--- src/common/dpm_params.svh ---
// constants for the mid-range diffserv priority map bank
`ifndef DPM_PARAMS_SVH
`define DPM_PARAMS_SVH

// ****************************************************************
// register offsets
// ****************************************************************
`define DPM_OFS_MAP_4 8'h64
`define DPM_OFS_MAP_5 8'h65
`define DPM_OFS_MAP_6 8'h66
`define DPM_OFS_MAP_7 8'h67
`define DPM_OFS_MAP_8 8'h68
`define DPM_OFS_MAP_9 8'h69
`define DPM_OFS_MAP_10 8'h6a
`define DPM_OFS_MAP_11 8'h6b
`define DPM_OFS_MAP_12 8'h6c

// ****************************************************************
// bank geometry and reset value
// ****************************************************************
`define DPM_NUM_REGS 9
`define DPM_REG_W 8
`define DPM_ADDR_W 8
`define DPM_IDX_W 4
`define DPM_RESET_VAL 8'h00
`define DPM_FIELD_W 2
`define DPM_FIELD_RESET 2'h0
`define DPM_FIELD_SEL_W 2
`define DPM_FIELDS_PER_REG 4

// ****************************************************************
// code fields
// ****************************************************************
`define DPM_TOS_W 8
`define DPM_CODE_W 6
`define DPM_CODE_MSB 7
`define DPM_CODE_LSB 2
`define DPM_CODE_FIRST 6'h10
`define DPM_CODE_LAST 6'h33
`define DPM_CODE_SPAN_W 6
`define DPM_NUM_CODES 64

`endif

--- src/common/dpm_pkg.sv ---
// types shared by the diffserv priority map bank
`default_nettype none
`include "dpm_params.svh"

package dpm_pkg;

    // register access request from the management port
    typedef struct packed {
        logic wr;
        logic rd;
        logic [`DPM_ADDR_W-1:0] addr;
        logic [`DPM_REG_W-1:0] wdata;
    } dpm_reg_req_type;

    // register access answer
    typedef struct packed {
        logic ack;
        logic hit;
        logic [`DPM_REG_W-1:0] rdata;
    } dpm_reg_rsp_type;

    // priority lookup request from the frame parser
    typedef struct packed {
        logic valid;
        logic [`DPM_TOS_W-1:0] tos;
    } dpm_lkp_req_type;

    // priority lookup answer to the queueing logic
    typedef struct packed {
        logic valid;
        logic hit;
        logic [`DPM_CODE_W-1:0] code;
        logic [`DPM_FIELD_W-1:0] prio;
    } dpm_lkp_rsp_type;

endpackage
`default_nettype wire

--- src/hdl/dpm_map_mem.sv ---
// storage for the priority map words, registered read port
`timescale 1ns/1ps
`default_nettype none
`include "dpm_params.svh"

module dpm_map_mem #(
    parameter int NUM_REGS = `DPM_NUM_REGS,
    parameter int DATA_W = `DPM_REG_W,
    parameter int IDX_W = `DPM_IDX_W
) (
    // clock and reset
    input wire logic clk,
    input wire logic rst_n,
    // write port
    input wire logic wr_en,
    input wire logic [IDX_W-1:0] wr_idx,
    input wire logic [DATA_W-1:0] wr_data,
    // read port, data one cycle after rd_en, zero after any other cycle
    input wire logic rd_en,
    input wire logic [IDX_W-1:0] rd_idx,
    output logic [DATA_W-1:0] rd_data,
    // whole table, lowest word in the low bits
    output logic [NUM_REGS*DATA_W-1:0] table_flat
);

    logic [DATA_W-1:0] mem_r [NUM_REGS];

    // ****************************************************************
    // storage
    // ****************************************************************
    always_ff @(posedge clk or negedge rst_n) begin
        if (!rst_n) begin
            for (int i = 0; i < NUM_REGS; i++) begin
                mem_r[i] <= DATA_W'(`DPM_RESET_VAL);
            end
        end else if (wr_en && (int'(wr_idx) < NUM_REGS)) begin
            mem_r[wr_idx] <= wr_data;
        end
    end

    // ****************************************************************
    // read port
    // ****************************************************************
    // a read in the same cycle as a write to the same word sees the old value
    always_ff @(posedge clk or negedge rst_n) begin
        if (!rst_n) begin
            rd_data <= DATA_W'(`DPM_RESET_VAL);
        end else if (rd_en) begin
            if (int'(rd_idx) < NUM_REGS) begin
                rd_data <= mem_r[rd_idx];
            end else begin
                rd_data <= DATA_W'(`DPM_RESET_VAL);
            end
        end else begin
            rd_data <= DATA_W'(`DPM_RESET_VAL);
        end
    end

    always_comb begin
        for (int i = 0; i < NUM_REGS; i++) begin
            table_flat[i*DATA_W +: DATA_W] = mem_r[i];
        end
    end

endmodule
`default_nettype wire

--- src/hdl/dpm_prio_map.sv ---
// diffserv priority map bank for codes 0x10 to 0x33 with its lookup path
`timescale 1ns/1ps
`default_nettype none
`include "dpm_params.svh"

module dpm_prio_map #(
    parameter int NUM_REGS = `DPM_NUM_REGS
) (
    // clock and reset
    input wire logic clk,
    input wire logic rst_n,
    // management register port
    input wire dpm_pkg::dpm_reg_req_type reg_req,
    output dpm_pkg::dpm_reg_rsp_type reg_rsp,
    // frame lookup
    input wire dpm_pkg::dpm_lkp_req_type lkp_req,
    output dpm_pkg::dpm_lkp_rsp_type lkp_rsp
);

    localparam int IDX_W = `DPM_IDX_W;
    localparam int REG_W = `DPM_REG_W;
    localparam int FLD_W = `DPM_FIELD_W;
    localparam int SEL_W = `DPM_FIELD_SEL_W;
    localparam int CODE_W = `DPM_CODE_W;
    localparam int NUM_CODES = `DPM_NUM_CODES;
    localparam int PER_REG = `DPM_FIELDS_PER_REG;

    // ****************************************************************
    // helper functions
    // ****************************************************************

    // address decode shared by the read and write paths
    function automatic logic addr_mapped(input logic [`DPM_ADDR_W-1:0] addr);
        logic ok;
        ok = 1'b0;
        if (addr == `DPM_OFS_MAP_4) begin
            ok = 1'b1;
        end else if (addr == `DPM_OFS_MAP_5) begin
            ok = 1'b1;
        end else if (addr == `DPM_OFS_MAP_6) begin
            ok = 1'b1;
        end else if (addr == `DPM_OFS_MAP_7) begin
            ok = 1'b1;
        end else if (addr == `DPM_OFS_MAP_8) begin
            ok = 1'b1;
        end else if (addr == `DPM_OFS_MAP_9) begin
            ok = 1'b1;
        end else if (addr == `DPM_OFS_MAP_10) begin
            ok = 1'b1;
        end else if (addr == `DPM_OFS_MAP_11) begin
            ok = 1'b1;
        end else if (addr == `DPM_OFS_MAP_12) begin
            ok = 1'b1;
        end
        return ok;
    endfunction

    // word index within the bank; only meaningful when the address is mapped
    function automatic logic [IDX_W-1:0] addr_index(input logic [`DPM_ADDR_W-1:0] addr);
        logic [IDX_W-1:0] idx;
        idx = '0;
        if (addr == `DPM_OFS_MAP_4) begin
            idx = IDX_W'(`DPM_OFS_MAP_4 - `DPM_OFS_MAP_4);
        end else if (addr == `DPM_OFS_MAP_5) begin
            idx = IDX_W'(`DPM_OFS_MAP_5 - `DPM_OFS_MAP_4);
        end else if (addr == `DPM_OFS_MAP_6) begin
            idx = IDX_W'(`DPM_OFS_MAP_6 - `DPM_OFS_MAP_4);
        end else if (addr == `DPM_OFS_MAP_7) begin
            idx = IDX_W'(`DPM_OFS_MAP_7 - `DPM_OFS_MAP_4);
        end else if (addr == `DPM_OFS_MAP_8) begin
            idx = IDX_W'(`DPM_OFS_MAP_8 - `DPM_OFS_MAP_4);
        end else if (addr == `DPM_OFS_MAP_9) begin
            idx = IDX_W'(`DPM_OFS_MAP_9 - `DPM_OFS_MAP_4);
        end else if (addr == `DPM_OFS_MAP_10) begin
            idx = IDX_W'(`DPM_OFS_MAP_10 - `DPM_OFS_MAP_4);
        end else if (addr == `DPM_OFS_MAP_11) begin
            idx = IDX_W'(`DPM_OFS_MAP_11 - `DPM_OFS_MAP_4);
        end else if (addr == `DPM_OFS_MAP_12) begin
            idx = IDX_W'(`DPM_OFS_MAP_12 - `DPM_OFS_MAP_4);
        end
        return idx;
    endfunction

    // code lies inside the span this bank holds
    function automatic logic code_in_span(input logic [`DPM_CODE_W-1:0] code);
        return (code >= `DPM_CODE_FIRST) && (code <= `DPM_CODE_LAST);
    endfunction

    // pull the code out of a tos / traffic class byte
    function automatic logic [`DPM_CODE_W-1:0] tos_code(input logic [`DPM_TOS_W-1:0] tos);
        return tos[`DPM_CODE_MSB:`DPM_CODE_LSB];
    endfunction

    // one-hot decode of a code over every position of the full table
    function automatic logic [NUM_CODES-1:0] code_onehot(input logic [CODE_W-1:0] code);
        logic [NUM_CODES-1:0] sel;
        sel = '0;
        sel[code] = 1'b1;
        return sel;
    endfunction

    // field in a given slot of a word, lowest slot in bits 1-0
    function automatic logic [FLD_W-1:0] word_field(
        input logic [REG_W-1:0] word,
        input logic [SEL_W-1:0] slot
    );
        return word[int'(slot)*FLD_W +: FLD_W];
    endfunction

    // code has a field in the words this bank builds
    function automatic logic code_held(input logic [CODE_W-1:0] code);
        logic [CODE_W-1:0] rel;
        rel = code - `DPM_CODE_FIRST;
        return code_in_span(code) && (int'(rel) < NUM_REGS * PER_REG);
    endfunction

    // ****************************************************************
    // register port decode
    // ****************************************************************
    logic req_mapped;
    logic [IDX_W-1:0] req_idx;
    logic mem_wr_en;
    logic mem_rd_en;

    always_comb begin
        req_mapped = addr_mapped(reg_req.addr);
        req_idx = addr_index(reg_req.addr);
        // writes to unmapped offsets are dropped so neighbouring blocks stay untouched
        mem_wr_en = reg_req.wr && req_mapped;
        mem_rd_en = reg_req.rd && req_mapped;
    end

    // ****************************************************************
    // storage
    // ****************************************************************
    logic [REG_W-1:0] mem_rd_data;
    logic [NUM_REGS*REG_W-1:0] table_flat;

    dpm_map_mem #(
        .NUM_REGS(NUM_REGS),
        .DATA_W(REG_W),
        .IDX_W(IDX_W)
    ) u_mem (
        .clk(clk),
        .rst_n(rst_n),
        .wr_en(mem_wr_en),
        .wr_idx(req_idx),
        .wr_data(reg_req.wdata),
        .rd_en(mem_rd_en),
        .rd_idx(req_idx),
        .rd_data(mem_rd_data),
        .table_flat(table_flat)
    );

    // ****************************************************************
    // register port answer
    // ****************************************************************
    logic ack_r;
    logic ack_nxt;
    logic hit_r;
    logic hit_nxt;

    // every access is answered one cycle later, mapped or not, so the
    // management side never waits on a missing decode
    always_comb begin
        ack_nxt = reg_req.wr || reg_req.rd;
        hit_nxt = ack_nxt && req_mapped;
    end

    always_ff @(posedge clk or negedge rst_n) begin
        if (!rst_n) begin
            ack_r <= 1'b0;
        end else begin
            ack_r <= ack_nxt;
        end
    end

    always_ff @(posedge clk or negedge rst_n) begin
        if (!rst_n) begin
            hit_r <= 1'b0;
        end else begin
            hit_r <= hit_nxt;
        end
    end

    // read data come straight from the storage register, which holds zero
    // after every cycle without a mapped read
    always_comb begin
        reg_rsp.ack = ack_r;
        reg_rsp.hit = hit_r;
        reg_rsp.rdata = mem_rd_data;
    end

    // ****************************************************************
    // lookup path
    // ****************************************************************
    logic [CODE_W-1:0] lkp_code;
    logic [NUM_CODES-1:0] lkp_sel;
    logic lkp_hit;
    logic [FLD_W-1:0] lkp_prio;
    logic [FLD_W-1:0] code_prio [NUM_CODES];

    // each word gives four fields in code order, so a code's field lands at
    // twice its offset from the first code of the bank
    always_comb begin
        for (int c = 0; c < NUM_CODES; c++) begin
            code_prio[c] = `DPM_FIELD_RESET;
        end
        for (int w = 0; w < NUM_REGS; w++) begin
            for (int s = 0; s < PER_REG; s++) begin
                if (int'(`DPM_CODE_FIRST) + (w * PER_REG) + s < NUM_CODES) begin
                    code_prio[int'(`DPM_CODE_FIRST) + (w * PER_REG) + s] =
                        word_field(table_flat[w*REG_W +: REG_W], SEL_W'(s));
                end
            end
        end
    end

    // the code is decoded one-hot over the whole table and the field gathered
    // by and-or, so no wide index arithmetic sits on the frame path
    always_comb begin
        lkp_code = tos_code(lkp_req.tos);
        lkp_sel = code_onehot(lkp_code);
        lkp_hit = code_held(lkp_code);
        // codes held by the neighbouring words see zero here
        lkp_prio = `DPM_FIELD_RESET;
        for (int c = 0; c < NUM_CODES; c++) begin
            if (lkp_sel[c]) begin
                lkp_prio = lkp_prio | code_prio[c];
            end
        end
    end

    logic lkp_valid_r;
    logic lkp_hit_r;
    logic [CODE_W-1:0] lkp_code_r;
    logic [CODE_W-1:0] lkp_code_nxt;
    logic [FLD_W-1:0] lkp_prio_r;
    logic [FLD_W-1:0] lkp_prio_nxt;

    // code and priority hold between requests; table writes in the taking
    // cycle are not yet visible to the lookup
    always_comb begin
        lkp_code_nxt = lkp_code_r;
        lkp_prio_nxt = lkp_prio_r;
        if (lkp_req.valid) begin
            lkp_code_nxt = lkp_code;
            lkp_prio_nxt = lkp_prio;
        end
    end

    always_ff @(posedge clk or negedge rst_n) begin
        if (!rst_n) begin
            lkp_valid_r <= 1'b0;
        end else begin
            lkp_valid_r <= lkp_req.valid;
        end
    end

    always_ff @(posedge clk or negedge rst_n) begin
        if (!rst_n) begin
            lkp_hit_r <= 1'b0;
        end else begin
            lkp_hit_r <= lkp_req.valid && lkp_hit;
        end
    end

    always_ff @(posedge clk or negedge rst_n) begin
        if (!rst_n) begin
            lkp_code_r <= '0;
        end else begin
            lkp_code_r <= lkp_code_nxt;
        end
    end

    always_ff @(posedge clk or negedge rst_n) begin
        if (!rst_n) begin
            lkp_prio_r <= `DPM_FIELD_RESET;
        end else begin
            lkp_prio_r <= lkp_prio_nxt;
        end
    end

    // the answer reaches the queueing logic one cycle after the request
    always_comb begin
        lkp_rsp.valid = lkp_valid_r;
        lkp_rsp.hit = lkp_hit_r;
        lkp_rsp.code = lkp_code_r;
        lkp_rsp.prio = lkp_prio_r;
    end

endmodule
`default_nettype wire

--- config.mk ---
export PLATFORM = sky130hd
export DESIGN_NAME = dpm_prio_map
export DESIGN_NICKNAME = d
export VERILOG_FILES = /design/src/common/dpm_pkg.sv /design/src/hdl/dpm_map_mem.sv /design/src/hdl/dpm_prio_map.sv
export VERILOG_INCLUDE_DIRS = /design/src /design/src/common
export SDC_FILE = /design/constraint.sdc
export NUM_CORES = 1
export LEC_CHECK = 0
export BUFFER_PORTS_ARGS = -buffer_cell sky130_fd_sc_hd__buf_2
export CAP_MARGIN = 40
export CORE_UTILIZATION = 54
export DETAILED_ROUTE_END_ITERATION = 12
export HOLD_SLACK_MARGIN = 0.06
export PLACE_DENSITY = 0.78
export SLEW_MARGIN = 10
export SYNTH_ARGS = -nofsm -noshare
export SYNTH_HDL_FRONTEND = slang
export SYNTH_SLANG_ARGS = --single-unit
--- constraint.sdc ---
create_clock -name clk -period 1.55 [get_ports clk]
set_input_delay 0.155 -clock clk [delete_from_list [all_inputs] [get_ports clk]]
set_output_delay 0.155 -clock clk [all_outputs]
set_load 0.1 [all_outputs]
==> results.json <==
{
  "num-nets-final": 565,
  "worstMarginPinSlew_ps": 497,
  "start_util": 0.565,
  "pwr-share-comb": 0.174,
  "areaGrowthSynthToFinish_pct": 22.4,
  "grtUsageTotal": 0.309,
  "cts_max_level": 3,
  "ys_seq_area_frac": 0.463,
  "p_seq_frac": 0.510,
  "period_needed_ps": 1810,
  "crit_arrival_ps": 2060,
  "synth_top_cell_by_area": "dfrtp_1",
  "violations": "design-rule violations, negative setup slack",
  "dp_worst_setup_slack_ps": -322,
  "drive_gt1_frac": 0.445,
  "async_flop_share": 1.00,
  "fin_skew_ps": 15.8,
  "synthDistinctLibCells": 54,
  "relSlewSlack": 0.671,
  "drv_slew": 0,
  "numCtsBuffers": 9,
  "drc": 7,
  "required_ps": 1800,
  "ys_ff_latch": 92,
  "maxCapViolCount": 0,
  "die_height_um": 98.0,
  "synth_top_area_share": 0.463,
  "multi_input_area_mm2": 0.00254,
  "via_count": 4143,
  "synth_warnings": 0,
  "ys.flop_type": "dfrtp_1",
  "hp-class": "input port to flip-flop",
  "clockBufferDepth": 2,
  "cellInternalPower_w": 0.00344,
  "insertion_delay_ps": 370,
  "avgViaCountPerCell": 6.38,
  "dr.pass1.iters": 9,
  "gp_congestion": 0.941,
  "synthCells": 440,
  "setup_slack_ps": -262,
  "io_buffers": 46,
  "antenna_found_initial": 0,
  "die-area_mm2": 0.00960,
  "dp_hpwl_um": 10400,
  "cp-end-kind": "flip-flop",
  "design_area_mm2": 0.00609,
  "first_iter_violations": 405,
  "cts_tree": "built",
  "crit_type": "flip-flop to flip-flop",
  "synth_area_leaders": "dfrtp_1 46%, mux2_2 20%, mux2i_1 3.6%",
  "worst_setup_path_start_kind": "flip-flop",
  "switching_share": 0.318,
  "routedWlPerCell_um": 21.7,
  "clock-root-buffer": "clkbuf_8",
  "leakage_nw": 2.85,
  "utilization": 0.692,
  "fillers": 664,
  "routed_wl_um": 14100,
  "status": "finished, violations left",
  "die_x_um": 98.0,
  "avgSynthCellArea_um2": 11.3,
  "grt_pass1_vias": 4172,
  "grt_max_degree": 32,
  "ant_nets": 0,
  "placedInstanceArea_mm2": 0.00584,
  "syn-cell-area_mm2": 0.00498,
  "clock_power_share": 0.316,
  "seqCellArea_mm2": 0.00230,
  "finalCritPeriodShare": 1.17,
  "power.density_mw_per_mm2": 827,
  "irDropWorstVdd_mv": 0.414,
  "grt_pass1_wl_um": 22700,
  "synth_edf_count": 0,
  "cp_max_fo": 2,
  "p_sw_w": 0.00160,
  "clkTransAtPathRegs_ps": 100,
  "max_clock_freq_ghz": 0.552,
  "antenna_cells": 0,
  "rows": 34,
  "ioPinCount": 49,
  "syn_nets": 469,
  "hold_viol_final": 0,
  "setup_viol": 1,
  "final_cell_mix": "92 x dfrtp_1, 87 x mux2_2, 60 x buf_4",
  "final_common_cell": "dfrtp_1",
  "hold_slack_ps": 104,
  "clock_sinks": 92,
  "core-area_mm2": 0.00881,
  "grt-ovfl-total": 0,
  "grt_setup_unrepaired": "true"
}
-- synthesized netlist by cell type, drive strengths merged, types with 3 or more instances --
library cell and n:
a2111oi 6, a211oi 7, a21oi 20, a31oi 12, buf 21, clkbuf 12
dfrtp 92, inv 5, mux2 88, mux2i 18, mux4 4, nand2 20
nand2b 7, nand3 13, nand3b 4, nand4 4, nor2 33, nor2b 4
nor3 5, nor3b 5, o211ai 3, o21ai 17, o221ai 8, o22a 7
or2 3
-- registers in the layout, summed over array words and instances, names as in the netlist --
register,flops
u_mem.table_flat,72
ack_r,1
hit_r,1
lkp_valid_r,1
u_mem.rd_data,8
lkp_hit_r,1
lkp_prio_r,2
lkp_code_r,6
-- kinds of logic after synthesis --
| logic type | count (synthesis) | synth area share |
|---|---|---|
| xor+xnor | 1 | 0.00176 |
| simple gates | 105 | 0.115 |
| flops | 92 | 0.463 |
| buf+inv | 38 | 0.0375 |
| mux | 110 | 0.254 |
| compound gates | 94 | 0.129 |
-- cell type report --
| class | count | share of cell area |
|---|---|---|
| Multi-Input combinational cell | 310 | 0.417 |
| Sequential cell | 92 | 0.378 |
| Timing Repair Buffer | 118 | 0.149 |
| Tap cell | 108 | 0.0222 |
| Clock buffer | 9 | 0.0203 |
| Clock inverter | 7 | 0.0105 |
| Inverter | 5 | 0.00308 |
-- metal layers --
layer  vias to the layer above  wire length (um)  GRT usage
li1                       1828                 -          -
met1                      2054              6030      0.426
met2                       220              6570      0.491
met3                        41              1080     0.0523
met4                         0               414      0.115
met5                         -                 0          0
-- repair_timing --
| item | CTS | global route |
|---|---|---|
| gates cloned | 0 | 0 |
| endpoints found under the hold margin | 29 | 0 |
| hold buffers | 3 | 0 |
| endpoints found under the setup margin | 2 | 7 |
| gates resized for setup | 4 | 7 |
| pin swaps | 4 | 1 |
| setup buffers | 0 | 0 |
-- worst max-delay path, stage by stage (launching register included) --
cell and delay [ps]:
dfrtp_1 400, mux4_2 520, and2_4 170, o31ai_4 230
a31oi_1 80, o32a_1 290
-- final timing paths --
check,cells after the start,from,endpoint,slack [ps]
setup / recovery,5,u_mem.table_flat[7],lkp_prio_r[1],-260
hold / removal,2,lkp_req[6],lkp_code_r[4],100
setup reg to reg,5,u_mem.table_flat[7],lkp_prio_r[1],-260
hold reg to reg,1,lkp_code_r[0],lkp_code_r[0],510
max in group asynchronous,3,rst_n,u_mem.table_flat[29],760
min in group asynchronous,2,rst_n,ack_r,260
-- power groups by stage --
stage	Clock (W)	Combinational (W)	Sequential, W
global route	0.00169	0.000928	0.00258
detailed placement	0	0.000855	0.00261
finish	0.00159	0.000878	0.00257
floorplan	0	0.000362	0.00274
global placement	0	0.000841	0.00261
CTS	0.00159	0.000866	0.00257
-- through the flow --
stage,instances,TNS (ps),power (W)
global route,649,-304,0.00520
global placement,630,-12060,0.00345
floorplan,440,-2850,0.00311
finish,649,-262,0.00504
detailed placement,630,-13900,0.00347
CTS,649,-252,0.00502
(Power assumes the default switching activity.)
